[config.mk]
export PLATFORM = sky130hd
export DESIGN_NAME = slice_storage_elements
export DESIGN_NICKNAME = d
export VERILOG_FILES = /design/src/rtl/slice_storage_pkg.sv /design/src/rtl/partial_product_gate.sv /design/src/rtl/slice_storage_elements.sv /design/src/rtl/storage_cell.sv
export SDC_FILE = /design/constraint.sdc
export NUM_CORES = 1
export LEC_CHECK = 0
export BUFFER_PORTS_ARGS = -buffer_cell sky130_fd_sc_hd__buf_2
export CORE_ASPECT_RATIO = 1.4
export CORE_UTILIZATION = 45
export DETAILED_ROUTE_END_ITERATION = 8
export MAX_ROUTING_LAYER = met4
export PLACE_DENSITY = 0.84
export SLEW_MARGIN = 0
export SYNTH_ARGS = -nofsm -noshare
export SYNTH_HDL_FRONTEND = slang
export SYNTH_HIERARCHICAL = 1
export SYNTH_SLANG_ARGS = --single-unit
[constraint.sdc]
create_clock -name core_clk_i -period 3.5 [get_ports core_clk_i]
set_input_delay 0.875 -clock core_clk_i [delete_from_list [all_inputs] [get_ports core_clk_i]]
set_output_delay 0.875 -clock core_clk_i [all_outputs]
set_load 0.01 [all_outputs]
[src/rtl/slice_storage_pkg.sv]
package slice_storage_pkg;

  // register offsets on the plain register port
  localparam logic [7:0] CFG_OFFSET    = 8'h00;
  localparam logic [7:0] STATUS_OFFSET = 8'h04;
  localparam int         ADDR_W        = 8;
  localparam int         DATA_W        = 32;

  // configuration register field positions
  localparam int CFG_LATCH_MODE    = 0;
  localparam int CFG_ASYNC_MODE    = 1;
  localparam int CFG_UPPER_BYPASS  = 2;
  localparam int CFG_LOWER_BYPASS  = 3;
  localparam int CFG_FORCE_HIGH    = 4;
  localparam int CFG_CLK_INV       = 5;
  localparam int CFG_CE_INV        = 6;
  localparam int CFG_FORCE_INV     = 7;
  localparam int CFG_OPPOSITE_INV  = 8;
  localparam int CFG_UPPER_INIT    = 9;
  localparam int CFG_LOWER_INIT    = 10;
  localparam int CFG_INIT_OVERRIDE = 11;
  localparam int CFG_W             = 12;

  // all controls active high, flip-flop mode, sync force to zero
  localparam logic [CFG_W-1:0] CFG_RESET = 12'h000;

  // status register field positions
  localparam int STAT_LOWER_Q  = 0;
  localparam int STAT_UPPER_Q  = 1;
  localparam int STAT_CLK_LVL  = 2;
  localparam int STAT_LATCH    = 3;
  localparam int STAT_ASYNC    = 4;

  // storage cell value after reset
  localparam logic CELL_RESET_Q = 1'b0;

endpackage : slice_storage_pkg

[src/rtl/partial_product_gate.sv]
`timescale 1ns/1ps
module partial_product_gate (
  // multiplier operand bits
  input  wire logic operand_a_i,
  input  wire logic operand_b_i,
  // partial product into the carry generate path
  output logic      product_o
);

  assign product_o = operand_a_i & operand_b_i;

endmodule : partial_product_gate

[src/rtl/slice_storage_elements.sv]
// Decided for this implementation: the register offsets and strobed register access.
`timescale 1ns/1ps
module slice_storage_elements (
  // clock and reset
  input  wire logic                                  core_clk_i,
  input  wire logic                                  rst_n_i,
  // register port
  input  wire logic [slice_storage_pkg::ADDR_W-1:0]  reg_addr_i,
  input  wire logic [slice_storage_pkg::DATA_W-1:0]  reg_wdata_i,
  input  wire logic                                  reg_wr_i,
  input  wire logic                                  reg_rd_i,
  output logic      [slice_storage_pkg::DATA_W-1:0]  reg_rdata_o,
  // shared slice controls
  input  wire logic                                  slice_clk_i,
  input  wire logic                                  clk_en_i,
  input  wire logic                                  slice_force_in_i,
  input  wire logic                                  opposite_force_in_i,
  input  wire logic                                  global_init_i,
  // upper half data
  input  wire logic                                  upper_func_i,
  input  wire logic                                  upper_bypass_in_i,
  output logic                                       upper_q_o,
  // lower half data
  input  wire logic                                  lower_func_i,
  input  wire logic                                  lower_bypass_in_i,
  output logic                                       lower_q_o,
  // partial product operands and carry
  input  wire logic                                  lower_op_a_i,
  input  wire logic                                  lower_op_b_i,
  input  wire logic                                  upper_op_a_i,
  input  wire logic                                  upper_op_b_i,
  input  wire logic                                  lower_carry_sel_i,
  input  wire logic                                  upper_carry_sel_i,
  input  wire logic                                  carry_in_i,
  output logic                                       lower_carry_o,
  output logic                                       carry_out_o
);

  logic [slice_storage_pkg::CFG_W-1:0]  cfg_reg;
  logic [slice_storage_pkg::DATA_W-1:0] rdata_reg;
  logic                                 clk_lvl_reg;

  logic latch_mode;
  logic async_mode;
  logic force_high;
  logic clk_lvl;
  logic ce_lvl;
  logic force_lvl;
  logic opposite_lvl;
  logic clk_rise;
  logic cell_set;
  logic cell_clr;
  logic upper_d;
  logic lower_d;
  logic upper_init;
  logic lower_init;
  logic init_load;
  logic upper_q;
  logic lower_q;
  logic lower_product;
  logic upper_product;
  logic lower_carry;
  logic [slice_storage_pkg::DATA_W-1:0] status_word;

  // configuration fields
  assign latch_mode = cfg_reg[slice_storage_pkg::CFG_LATCH_MODE];
  assign async_mode = cfg_reg[slice_storage_pkg::CFG_ASYNC_MODE];
  assign force_high = cfg_reg[slice_storage_pkg::CFG_FORCE_HIGH];

  // polarity selection on the clock, enable and both force inputs; global init has none
  assign clk_lvl      = slice_clk_i ^ cfg_reg[slice_storage_pkg::CFG_CLK_INV];
  assign ce_lvl       = clk_en_i ^ cfg_reg[slice_storage_pkg::CFG_CE_INV];
  assign force_lvl    = slice_force_in_i ^ cfg_reg[slice_storage_pkg::CFG_FORCE_INV];
  assign opposite_lvl = opposite_force_in_i ^ cfg_reg[slice_storage_pkg::CFG_OPPOSITE_INV];

  // the slice clock is a sampled fabric level; edges come from its history
  always_ff @(posedge core_clk_i) begin
    if (!rst_n_i) begin
      clk_lvl_reg <= 1'b0;
    end else begin
      clk_lvl_reg <= clk_lvl;
    end
  end

  assign clk_rise = clk_lvl & ~clk_lvl_reg;

  // one force input and its opposite, both follow the single sync/async mode
  assign cell_set = force_high ? force_lvl : opposite_lvl;
  assign cell_clr = force_high ? opposite_lvl : force_lvl;

  // fixed data selectors
  assign upper_d = cfg_reg[slice_storage_pkg::CFG_UPPER_BYPASS] ?
                   upper_bypass_in_i : upper_func_i;
  assign lower_d = cfg_reg[slice_storage_pkg::CFG_LOWER_BYPASS] ?
                   lower_bypass_in_i : lower_func_i;

  // start value defaults to the force value unless overridden
  assign upper_init = cfg_reg[slice_storage_pkg::CFG_INIT_OVERRIDE] ?
                      cfg_reg[slice_storage_pkg::CFG_UPPER_INIT] : force_high;
  assign lower_init = cfg_reg[slice_storage_pkg::CFG_INIT_OVERRIDE] ?
                      cfg_reg[slice_storage_pkg::CFG_LOWER_INIT] : force_high;
  assign init_load  = global_init_i;

  // both cells see the same clock, enable and force signals
  storage_cell upper_storage_cell (
    .core_clk_i   (core_clk_i),
    .rst_n_i      (rst_n_i),
    .latch_mode_i (latch_mode),
    .async_mode_i (async_mode),
    .init_value_i (upper_init),
    .init_load_i  (init_load),
    .edge_i       (clk_rise),
    .gate_i       (clk_lvl),
    .enable_i     (ce_lvl),
    .set_i        (cell_set),
    .clr_i        (cell_clr),
    .d_i          (upper_d),
    .q_o          (upper_q)
  );

  storage_cell lower_storage_cell (
    .core_clk_i   (core_clk_i),
    .rst_n_i      (rst_n_i),
    .latch_mode_i (latch_mode),
    .async_mode_i (async_mode),
    .init_value_i (lower_init),
    .init_load_i  (init_load),
    .edge_i       (clk_rise),
    .gate_i       (clk_lvl),
    .enable_i     (ce_lvl),
    .set_i        (cell_set),
    .clr_i        (cell_clr),
    .d_i          (lower_d),
    .q_o          (lower_q)
  );

  assign upper_q_o = upper_q;
  assign lower_q_o = lower_q;

  // partial products duplicate one multiplier term outside the function table
  partial_product_gate lower_product_and (
    .operand_a_i (lower_op_a_i),
    .operand_b_i (lower_op_b_i),
    .product_o   (lower_product)
  );

  partial_product_gate upper_product_and (
    .operand_a_i (upper_op_a_i),
    .operand_b_i (upper_op_b_i),
    .product_o   (upper_product)
  );

  // carry select: propagate incoming carry or generate from the product
  assign lower_carry   = lower_carry_sel_i ? carry_in_i : lower_product;
  assign lower_carry_o = lower_carry;
  assign carry_out_o   = upper_carry_sel_i ? lower_carry : upper_product;

  // configuration register; a write takes effect on the next cycle
  always_ff @(posedge core_clk_i) begin
    if (!rst_n_i) begin
      cfg_reg <= slice_storage_pkg::CFG_RESET;
    end else if (reg_wr_i && reg_addr_i == slice_storage_pkg::CFG_OFFSET) begin
      cfg_reg <= reg_wdata_i[slice_storage_pkg::CFG_W-1:0];
    end
  end

  always_comb begin
    status_word = '0;
    status_word[slice_storage_pkg::STAT_LOWER_Q] = lower_q;
    status_word[slice_storage_pkg::STAT_UPPER_Q] = upper_q;
    status_word[slice_storage_pkg::STAT_CLK_LVL] = clk_lvl_reg;
    status_word[slice_storage_pkg::STAT_LATCH]   = latch_mode;
    status_word[slice_storage_pkg::STAT_ASYNC]   = async_mode;
  end

  // read data stands only in the cycle after the strobe; unmapped reads zero
  always_ff @(posedge core_clk_i) begin
    if (!rst_n_i) begin
      rdata_reg <= '0;
    end else if (reg_rd_i) begin
      case (reg_addr_i)
        slice_storage_pkg::CFG_OFFSET: begin
          rdata_reg <= {{(slice_storage_pkg::DATA_W-slice_storage_pkg::CFG_W){1'b0}},
                        cfg_reg};
        end
        slice_storage_pkg::STATUS_OFFSET: begin
          rdata_reg <= status_word;
        end
        default: begin
          rdata_reg <= '0;
        end
      endcase
    end else begin
      rdata_reg <= '0;
    end
  end

  assign reg_rdata_o = rdata_reg;

endmodule : slice_storage_elements

[src/rtl/storage_cell.sv]
`timescale 1ns/1ps
module storage_cell (
  // clock and reset
  input  wire logic core_clk_i,
  input  wire logic rst_n_i,
  // configuration
  input  wire logic latch_mode_i,
  input  wire logic async_mode_i,
  input  wire logic init_value_i,
  input  wire logic init_load_i,
  // shared controls, polarity already resolved
  input  wire logic edge_i,
  input  wire logic gate_i,
  input  wire logic enable_i,
  input  wire logic set_i,
  input  wire logic clr_i,
  // data
  input  wire logic d_i,
  output logic      q_o
);

  logic q_reg;
  logic imm_clr;
  logic imm_set;
  logic q_now;

  // latch mode and async mode act without waiting for an edge
  assign imm_clr = clr_i & (async_mode_i | latch_mode_i);
  assign imm_set = set_i & (async_mode_i | latch_mode_i);

  always_comb begin
    if (imm_clr) begin
      q_now = 1'b0;
    end else if (imm_set) begin
      q_now = 1'b1;
    end else if (latch_mode_i && gate_i && enable_i) begin
      q_now = d_i;
    end else begin
      q_now = q_reg;
    end
  end

  // latch output is combinational, so it moves in the same cycle
  assign q_o = q_now;

  always_ff @(posedge core_clk_i) begin
    if (!rst_n_i || init_load_i) begin
      q_reg <= init_value_i;
    end else if (latch_mode_i) begin
      q_reg <= q_now;
    end else if (clr_i && (async_mode_i || edge_i)) begin
      q_reg <= 1'b0;
    end else if (set_i && (async_mode_i || edge_i)) begin
      q_reg <= 1'b1;
    end else if (edge_i && enable_i) begin
      q_reg <= d_i;
    end
  end

endmodule : storage_cell

==> results of run 1 <==
power breakdown:
| group | total, W | switching (W) | leakage [nW] | internal [W] |
|---|---|---|---|---|
| Combinational | 0.0000817 | 0.0000452 | 0.657 | 0.0000365 |
| Clock | 0.000181 | 0.000101 | 0.0255 | 0.0000800 |
| Sequential | 0.000316 | 0.00000201 | 0.224 | 0.000314 |
| Total | 0.000578 | 0.000148 | 0.906 | 0.000430 |
worst min-delay path: stages (launching register included):
cell,delay [ns]
dfxtp_1,0.34
nand2_1,0.06
mux2i_1,0.06
cells by family (layout without fill, tap and decap cells):
| logic type | Yosys count | after routing | share of synthesized area (%) |
|---|---|---|---|
| xor gates and xnor gates | 4 | 4 | 2.336 |
| DFF | 27 | 27 | 37.36 |
| AOI/OAI and AO/OA | 22 | 22 | 11.34 |
| muxes | 21 | 21 | 14.34 |
| buffers and inverters | 26 | 62 | 11.59 |
| other | 1 | 20 | 0.2500 |
| and+or+nand+nor | 69 | 69 | 22.77 |
Yosys cell counts:
cell type,count,share of area [%]
clkbuf_1,4,1.0
buf_2,1,0.33
nand3_1,5,1.7
conb_1,1,0.25
xor2_1,3,1.8
nor2b_1,1,0.42
a21oi_2,2,1.2
or2b_1,2,1.0
nor2_1,10,2.5
xnor2_1,1,0.58
and2_1,10,4.2
nor4_1,2,0.83
or4b_4,1,0.92
nand2b_1,3,1.3
mux2_2,4,3.0
mux2i_1,17,11
o21a_1,2,1.0
nor3b_1,3,1.5
nand2_1,31,7.8
o211ai_1,2,1.0
o31ai_1,4,2.0
buf_4,20,10
edfxtp_1,2,4.0
o311ai_2,2,2.2
or4_4,1,0.75
inv_1,1,0.25
dfxtp_1,25,33
a21oi_1,2,0.67
a41o_1,2,1.3
o21ai_0,6,2.0
per-stage QoR:
stage	cells	instance area (sq um)	total power, W	util [%]	setup WS, ns
after detailed placement	260	1740	0.0004034	55.20	0.6090
after floorplan	189	1572	0.0003864	-	0.7887
final	264	1787	0.0005782	56.67	0.6038
after CTS	264	1787	0.0005794	56.67	0.5961
after global placement	260	1740	0.0004023	55.20	0.6017
after global routing	264	1787	0.0006069	56.67	0.4581
layer usage:
| layer | share of wire (%) | up-vias | global-route usage [%] |
|---|---|---|---|
| met4 | 2.4 | 0 | 8.333 |
| li1 | - | 658 | - |
| met1 | 40 | 592 | 20.05 |
| met5 | 0 | - | - |
| met3 | 7.9 | 7 | 2.614 |
| met2 | 50 | 78 | 30.81 |
path summary, 6_finish.rpt:
kind | start | to | slack, ns
setup / recovery | opposite_force_in_i | upper_q_o | 0.60
hold / removal | cfg_reg[7] | cfg_reg[7] | 0.49
setup reg to reg | cfg_reg[5] | upper_storage_cell/q_reg | 1.73
hold reg to reg | cfg_reg[7] | cfg_reg[7] | 0.49
layout make-up:
class / instances / area, sq um / area share, %
timing repair buffer: 57 / 290.3 / 16.25
clock buffer: 3 / 41.29 / 2.311
tap: 39 / 48.80 / 2.731
clock inverter: 1 / 5.005 / 0.2801
multi-input combinational: 136 / 837.1 / 46.85
inverter: 1 / 3.754 / 0.2101
sequential: 27 / 560.5 / 31.37
==> run_results.csv, run 1 <==
group,metric,value,unit
finish,fillers,308,
synth,yosys_warnings,6,
cts,clkSinkCount,27,
timing,grt_setup_unrepaired,"no",
setup_path,crit_type,"input port to output port",
cts,htree_levels,1,
timing,timing.fmax,345.3,MHz
setup_path,worstPathArrival,2.02,ns
min_path,hold_depth,2,
setup_path,crit_path_cell_trace,"buf_2, xnor2_1, a21oi_1, buf_4, a41o_1, a21oi_2, nor2_1, buf_2",
global_routing,grt_pass1_vias,1103,
setup_path,critPathSlowestCell,"a41o_1",
timing,finalSetupViolations,0,
die,core-area,3153,sq um
cts,ctsLongestPathBuffers,2,
die,die_height,70.32,microns
cts,root_buffer,"clkbuf_8",
global_routing,globalRouteOverflowTotal,0,
placement,port-buffer-count,55,
pwr,ir_drop,0.2688,mV
timing,maxSlewHeadroom,49.33,%
cts,clk_pin_slew,0.09,ns
detailed_routing,ant_nets,0,
timing,fin_tns_setup,0,ns
placement,gp_congestion,0.8596,
finish,final_common_cell,"buf_2",
setup_path,cp-end-kind,"output port",
setup_path,critical_path.top_delay_family,"compound AO/OA/AOI/OAI gates",
detailed_routing,viasPerCell,5.057,
finish,diodes,0,
pwr,power_leakage,0.9062,nW
pwr,p_per_area,323.6,nW/um^2
cts,clock_latency,0.28,ns
detailed_routing,drt_iter0_markers,33,
setup_path,cp_common_cell,"buf_2",
synth,ys_seq_area_share,37.36,%
synth,synth_seq_cells,27,
synth,synthCells,170,
placement,dp_hpwl,2250,microns
cts,cts_resized,0,
timing,whs,0.4887,ns
finish,fin_nets,286,
timing,tightest_slew,0.7579,ns
synth,syn_area,1500,sq um
finish,final_cell_mix,"buf_2 (55), nand2_1 (31), dfxtp_1 (25)",
global_routing,grt_max_degree,31,
cts,ctsHoldBuffers,0,
detailed_routing,num_vias,1335,
die,ios,96,
timing,final.min_clock_period,2.896,ns
die,die_area,3572,sq um
global_routing,grt_first_pass_wirelength,4747,microns
timing,min_period_over_period,82.75,%
cts,postCtsSetupBuffers,0,
timing,final-hold-violation-count,0,
die,die_width,50.80,microns
setup_path,cpPeakStageDelay,0.22,ns
global_routing,track_usage,17.99,%
die,rows,24,
min_path,min_path_type,"register to register",
detailed_routing,routed_wirelength,2954,microns
cts,numCtsBuffers,3,
flow_run,cap_viol_max_count,0,
synth,syn_area_per_cell,8.825,sq um
finish,drive_above_1_share,31.56,%
setup_path,worst_r2r_path_depth,5,
setup_path,required,2.62,ns
setup_path,cp-start-kind,"input port",
setup_path,path_max_fanout,8,
setup_path,path_buf_inv,3,
detailed_routing,drcViolationCount,0,
die,initial_core_util,47.58,%
global_routing,antenna_found_initial,0,
detailed_routing,post_drt_wl_per_cell,11.19,microns
setup_path,path_depth,8,
detailed_routing,firstDrtPassIters,4,
status,status,"complete, no violations",
timing,fin_skew,0.004599,ns
finish,synthToLayoutAreaGrowth,19.10,%
cts,tritoncts,"built",
timing,maxSlewViolCount,0,
synth,synth.distinct_cells,30,
(Power assumes the default switching activity.)
==> inputs of run 2 (changes only) <==
--- a/config.mk
+++ b/config.mk
@@ -5,12 +5,13 @@
 export SDC_FILE = /design/constraint.sdc
 export NUM_CORES = 1
 export LEC_CHECK = 0
+export ABC_AREA = 1
 export BUFFER_PORTS_ARGS = -buffer_cell sky130_fd_sc_hd__buf_2
 export CORE_ASPECT_RATIO = 1.4
-export CORE_UTILIZATION = 45
+export CORE_UTILIZATION = 43
 export DETAILED_ROUTE_END_ITERATION = 8
 export MAX_ROUTING_LAYER = met4
-export PLACE_DENSITY = 0.84
+export PLACE_DENSITY = 0.8
 export SLEW_MARGIN = 0
 export SYNTH_ARGS = -nofsm -noshare
 export SYNTH_HDL_FRONTEND = slang
==> constraint.sdc (replaced) <==
create_clock -name core_clk_i -period 2.8 [get_ports core_clk_i]
set_input_delay 0.7 -clock core_clk_i [delete_from_list [all_inputs] [get_ports core_clk_i]]
set_output_delay 0.7 -clock core_clk_i [all_outputs]
set_load 0.01 [all_outputs]
==> run 2 against run 1 <==
Hold slack lost 0.0077 ns; wire length increased by 8.8%; non-clock buffer count shrank 1; critical endpoint is now lower_q_o; highest routed layer unchanged.
==> run_results.csv, run 2 <==
group,metric,value,unit
timing,whs,0.4810,ns
detailed_routing,viasPerCell,4.693,
timing,final-hold-violation-count,0,
setup_path,critical_path.top_delay_family,"compound AO/OA/AOI/OAI gates",
status,status,"complete, no violations",
die,die_area,3982,sq um
finish,fin_nets,343,
finish,multi_input_area,798.3,sq um
timing,worst_slack,0.2625,ns
timing,finalSetupViolations,0,
die,core-area,3472,sq um
synth,synth_edf_count,2,
min_path,worstHoldEndpoint,"reg_rdata_o[7]",
timing,grt_setup_unrepaired,"no",
timing,timing.fmax,394.1,MHz
die,rows,25,
cts,tritoncts,"built",
synth,ys_seq_area_share,34.95,%
timing,min_period_over_period,90.63,%
timing,maxSlewHeadroom,49.03,%
synth,yosys_warnings,6,
finish,finalNonFillerCells,322,
setup_path,path_max_fanout,4,
cts,postCtsSetupBuffers,0,
setup_path,critPathSlowestCell,"o21ai_0",
global_routing,grt_pass1_vias,1404,
synth,synth.distinct_cells,23,
setup_path,crit_type,"input port to output port",
pwr,p_per_area,392.8,nW/um^2
cts,root_buffer,"clkbuf_8",
synth,synth.area.top_cells,"dfxtp_1 (31%), buf_4 (9.4%), nand3_1 (7.8%)",
die,initial_core_util,46.20,%
placement,gp_congestion,0.9054,
finish,post-route-util,53.55,%
timing,fin_skew,0.003768,ns
global_routing,antenna_found_initial,0,
synth,synth.top_cell.area_share,31.20,%
placement,dp_hpwl,2486,microns
setup_path,required,2.10,ns
synth,synthArstFlopShare,0,%
global_routing,grt_first_pass_wirelength,5464,microns
synth,ys.flop_type,"dfxtp_1",
timing,fin_tns_setup,0,ns
min_path,min_path_type,"register to register",
detailed_routing,ant_nets,0,
die,die_width,53.62,microns
min_path,hold_depth,2,
timing,maxSlewViolCount,0,
setup_path,cp-end-kind,"output port",
min_path,min_from,"cfg_reg[7]",
global_routing,globalRouteOverflowTotal,0,
global_routing,grt_max_degree,36,
setup_path,worst_r2r_path_depth,8,
synth,synthCells,229,
cts,numCtsBuffers,3,
finish,final_cell_mix,"buf_2 (55), inv_1 (32), nand2_1 (31)",
detailed_routing,firstDrtPassIters,5,
finish,seqCellArea,560.5,sq um
setup_path,worstPathArrival,1.84,ns
setup_path,r2r-start,"cfg_reg[7]",
cts,clk_pin_slew,0.10,ns
finish,drive_above_1_share,29.43,%
finish,diodes,0,
synth,syn_area_per_cell,7.005,sq um
placement,dpl.cell_count,318,
detailed_routing,num_vias,1511,
timing,final.min_clock_period,2.538,ns
cts,clkSinkCount,27,
pwr,ir_drop,0.3416,mV
pwr,power_leakage,0.9751,nW
cts,cts_resized,0,
synth,synth_seq_cells,27,
cts,clock_latency,0.27,ns
die,die_height,74.27,microns
detailed_routing,drcViolationCount,0,
die,ios,96,
synth,syn_area,1604,sq um
setup_path,ff2ff_setup_slack,1.18,ns
detailed_routing,drt_iter0_markers,25,
timing,tightest_slew,0.7628,ns
finish,fillers,354,
setup_path,path_buf_inv,3,
setup_path,cpPeakStageDelay,0.35,ns
setup_path,worstReg2RegEnd,"upper_storage_cell/q_reg",
placement,port-buffer-count,55,
synth,yosysMostFrequentCell,"inv_1",
setup_path,crit_path_cell_trace,"buf_2, xnor2_1, o21ai_0, o21ai_0, nand3_1, nand2_1, inv_1, buf_2",
finish,synthToLayoutAreaGrowth,15.91,%
detailed_routing,routed_wirelength,3213,microns
setup_path,cp-start-kind,"input port",
detailed_routing,post_drt_wl_per_cell,9.978,microns
placement,dp_slack,0.2443,ns
cts,htree_levels,1,
finish,final_common_cell,"buf_2",
global_routing,track_usage,18.85,%
synth,synth_top_area_cell,"dfxtp_1",
flow_run,cap_viol_max_count,0,
cts,ctsLongestPathBuffers,2,
cts,ctsHoldBuffers,0,
synth,synthTopCellsByCount,"inv_1 (32), nand2_1 (31), nor2_1 (30)",
-- run 2: metal layers --
layer	global-route usage, %	vias to the layer above	routed length [microns]
li1	-	789	-
met2	36.81	64	1711
met4	7.018	0	55
met1	18.53	654	1245
met5	-	-	0
met3	1.227	4	201
-- run 2: area by class of cell --
class | count | area share [%]
multi-input cells | 163 | 42.93
well taps | 40 | 2.692
inverters | 32 | 6.460
clock buffers | 3 | 2.221
clock inverters | 1 | 0.3365
repair buffers | 56 | 15.21
flip-flops and latches | 27 | 30.15
-- run 2: cell families (layout without fill, tap and decap cells) --
| kind of cell | after synthesis | count (layout) | share of synthesized area, % |
|---|---|---|---|
| mux | 3 | 3 | 2.106 |
| xor+xnor | 4 | 4 | 2.184 |
| other cells | 1 | 20 | 0.2338 |
| buf+inv | 58 | 92 | 19.73 |
| compound gates | 32 | 32 | 11.15 |
| flops | 27 | 27 | 34.95 |
| simple gates | 104 | 104 | 29.64 |
-- run 2: per-stage QoR --
step,cell area (sq um),power [W]
2_1_floorplan,1675,0.0004882
3_3_place_gp,1812,0.0005096
3_5_place_dp,1812,0.0005116
4_1_cts,1859,0.0007340
5_1_grt,1859,0.0007698
6_report,1859,0.0007304
-- run 2: worst max path at each step --
stage	cells after the start	start	end
5_1_grt	8	opposite_force_in_i	upper_q_o
3_3_place_gp	8	opposite_force_in_i	upper_q_o
2_1_floorplan	6	opposite_force_in_i	lower_q_o
6_report	8	opposite_force_in_i	lower_q_o
3_5_place_dp	8	opposite_force_in_i	upper_q_o
4_1_cts	8	opposite_force_in_i	lower_q_o
-- run 2: report_power, final --
group | switching (W) | internal, W | leakage (nW)
registers | 0.00000158 | 0.000392 | 0.224
logic | 0.0000666 | 0.0000424 | 0.725
clock network | 0.000126 | 0.000102 | 0.0260
-- run 2: worst register-to-register path: stages (launching register included) --
cell and delay [ns]:
dfxtp_1 0.38, xor2_1 0.20, nor2_1 0.07, a21oi_1 0.26, inv_1 0.07, nor2_1 0.11
nor2_1 0.06, a21oi_1 0.16, a21oi_1 0.08
==> inputs of run 3 (changes only) <==
--- a/config.mk
+++ b/config.mk
@@ -5,13 +5,13 @@
 export SDC_FILE = /design/constraint.sdc
 export NUM_CORES = 1
 export LEC_CHECK = 0
-export ABC_AREA = 1
 export BUFFER_PORTS_ARGS = -buffer_cell sky130_fd_sc_hd__buf_2
 export CORE_ASPECT_RATIO = 1.4
-export CORE_UTILIZATION = 43
+export CORE_UTILIZATION = 42
 export DETAILED_ROUTE_END_ITERATION = 8
+export GPL_TIMING_DRIVEN = 0
 export MAX_ROUTING_LAYER = met4
-export PLACE_DENSITY = 0.8
+export PLACE_DENSITY = 0.79
 export SLEW_MARGIN = 0
 export SYNTH_ARGS = -nofsm -noshare
 export SYNTH_HDL_FRONTEND = slang
==> run 3 against run 2 <==
Via count down 9.9%; sequential cell count unchanged; combinational power up 14%; total power up 2.0%; critical path depth unchanged; utilization up 4.1 points; cell area up 4.7%; count of clock-buffer cells in the layout unchanged; sequential power about the same.
==> run_results.csv, run 3 (synthesized netlist as in run 1, its figures left out) <==
group,metric,value,unit
timing,maxSlewHeadroom,60.13,%
placement,gp_congestion,0.9076,
finish,final_common_cell,"buf_2",
timing,finalSetupViolations,0,
timing,min_period_over_period,91.80,%
setup_path,cp-start-kind,"input port",
finish,diodes,0,
global_routing,grt_max_degree,17,
setup_path,cp-end-kind,"output port",
placement,placed_area,1892,sq um
pwr,power_leakage,1.010,nW
global_routing,grt_pass1_vias,1310,
die,rows,25,
global_routing,antenna_found_initial,0,
die,die_height,72.72,microns
placement,port-buffer-count,54,
global_routing,use_met2,35.30,%
cts,ctsLongestPathBuffers,2,
finish,drive_above_1_share,36.84,%
detailed_routing,drt_iter0_markers,18,
finish,fin_nets,308,
cts,clock_latency,0.27,ns
setup_path,crit_type,"input port to output port",
timing,timing.fmax,389.1,MHz
global_routing,grtUsageMet3,2.083,%
detailed_routing,num_vias,1362,
detailed_routing,ant_nets,0,
timing,fin_tns_setup,0,ns
setup_path,critPathSlowestCell,"a21oi_2",
global_routing,grt_busiest_layer,"met2",
detailed_routing,post_drt_wl_per_cell,10.95,microns
setup_path,required,2.10,ns
cts,htree_levels,1,
timing,final.min_clock_period,2.570,ns
detailed_routing,routed_wirelength,3143,microns
cts,root_buffer,"clkbuf_8",
global_routing,gr-usage-met1,19.05,%
pwr,p_per_area,382.6,nW/um^2
finish,post-route-util,57.63,%
detailed_routing,viasPerCell,4.746,
cts,numCtsBuffers,3,
finish,fin_area,1947,sq um
cts,clkSinkCount,27,
flow_run,cap_viol_max_count,0,
die,core-area,3378,sq um
die,ios,96,
timing,fin_skew,0.002279,ns
die,die_area,3818,sq um
timing,grt_setup_unrepaired,"no",
timing,tightest_slew,0.5968,ns
setup_path,worstPathArrival,1.87,ns
setup_path,cpPeakStageDelay,0.34,ns
min_path,min_path_type,"register to register",
cts,clk_pin_slew,0.09,ns
detailed_routing,firstDrtPassIters,4,
cts,tritoncts,"built",
die,initial_core_util,44.41,%
setup_path,crit_path_cell_trace,"buf_2, xor2_1, nor2_1, a21oi_2, o21ai_0, o31ai_1, nor2_1, buf_2",
setup_path,path_max_fanout,10,
global_routing,track_usage,18.83,%
timing,final-hold-violation-count,0,
global_routing,globalRouteOverflowTotal,0,
global_routing,grt_first_pass_wirelength,5292,microns
pwr,ir_drop,0.3197,mV
placement,dp_hpwl,2506,microns
finish,synthToLayoutAreaGrowth,29.77,%
detailed_routing,drcViolationCount,0,
cts,postCtsSetupBuffers,0,
status,status,"complete, no violations",
finish,final_cell_mix,"buf_2 (55), nand2_1 (31), dfxtp_1 (25)",
timing,maxSlewViolCount,0,
die,die_width,52.51,microns
[run 3: cell count changes in the layout (fill, tap and decap cells not counted), moves of 8 or more]
cell     change
nor2_1      -20
nand3_1     -20
buf_4       +19
a21oi_1     -19
nand2_2      -8
mux2i_1     +17
and2_1      +10
inv_1       -31
[run 3: worst paths after layout]
check	cells past startpoint	to	startpoint	slack (ns)
worst max-delay path	8	upper_q_o	slice_force_in_i	0.23
worst min-delay path	2	cfg_reg[9]	cfg_reg[9]	0.48
worst max register to register	5	lower_storage_cell/q_reg	cfg_reg[5]	0.98
worst min register to register	2	cfg_reg[9]	cfg_reg[9]	0.48
[run 3: timing repair]
action                                  in CTS  in global routing
resized for setup                            0                  2
endpoints found under the setup margin       0                  2
hold buffers                                 0                  0
[run 3: through the flow]
stage / worst slack (ns) / hold WS (ns) / power (W) / instances
global placement: 0.04012 / 0.4624 / 0.0005234 / 283
detailed placement: -0.008685 / 0.4665 / 0.0005249 / 283
floorplan: 0.4387 / 0.4465 / 0.0004830 / 189
CTS: 0.001255 / 0.4799 / 0.0007450 / 287
global route: 0.07028 / 0.5081 / 0.0007778 / 287
finish: 0.2297 / 0.4771 / 0.0007449 / 287
[run 3: metal layers]
metal | up-vias | routed length [microns]
met5 | - | 0
met4 | 0 | 27
met3 | 2 | 255
met2 | 71 | 1661
met1 | 594 | 1199
li1 | 695 | -
[run 3: cell type report]
type | count | area, sq um
clock buffer | 3 | 41.29
buffer | 25 | 170.2
fill | 322 | 1431
tap | 40 | 50.05
timing repair buffer | 54 | 270.3
clock inverter | 1 | 6.256
sequential | 27 | 560.5
multi-input combinational | 136 | 844.6
inverter | 1 | 3.754
[run 3: critical path, delay by kind of cell]
kind	cells	cell delay [ns]
and+or+nand+nor	2	0.17
AOI/OAI and AO/OA	3	0.59
buffers and inverters	2	0.24
xor gates and xnor gates	1	0.17
[run 3: report_power, final]
group          switching, W  total [W]  internal [W]
clock              0.000125   0.000227      0.000102
sequential       0.00000267   0.000395      0.000392
combinational     0.0000610   0.000124     0.0000627
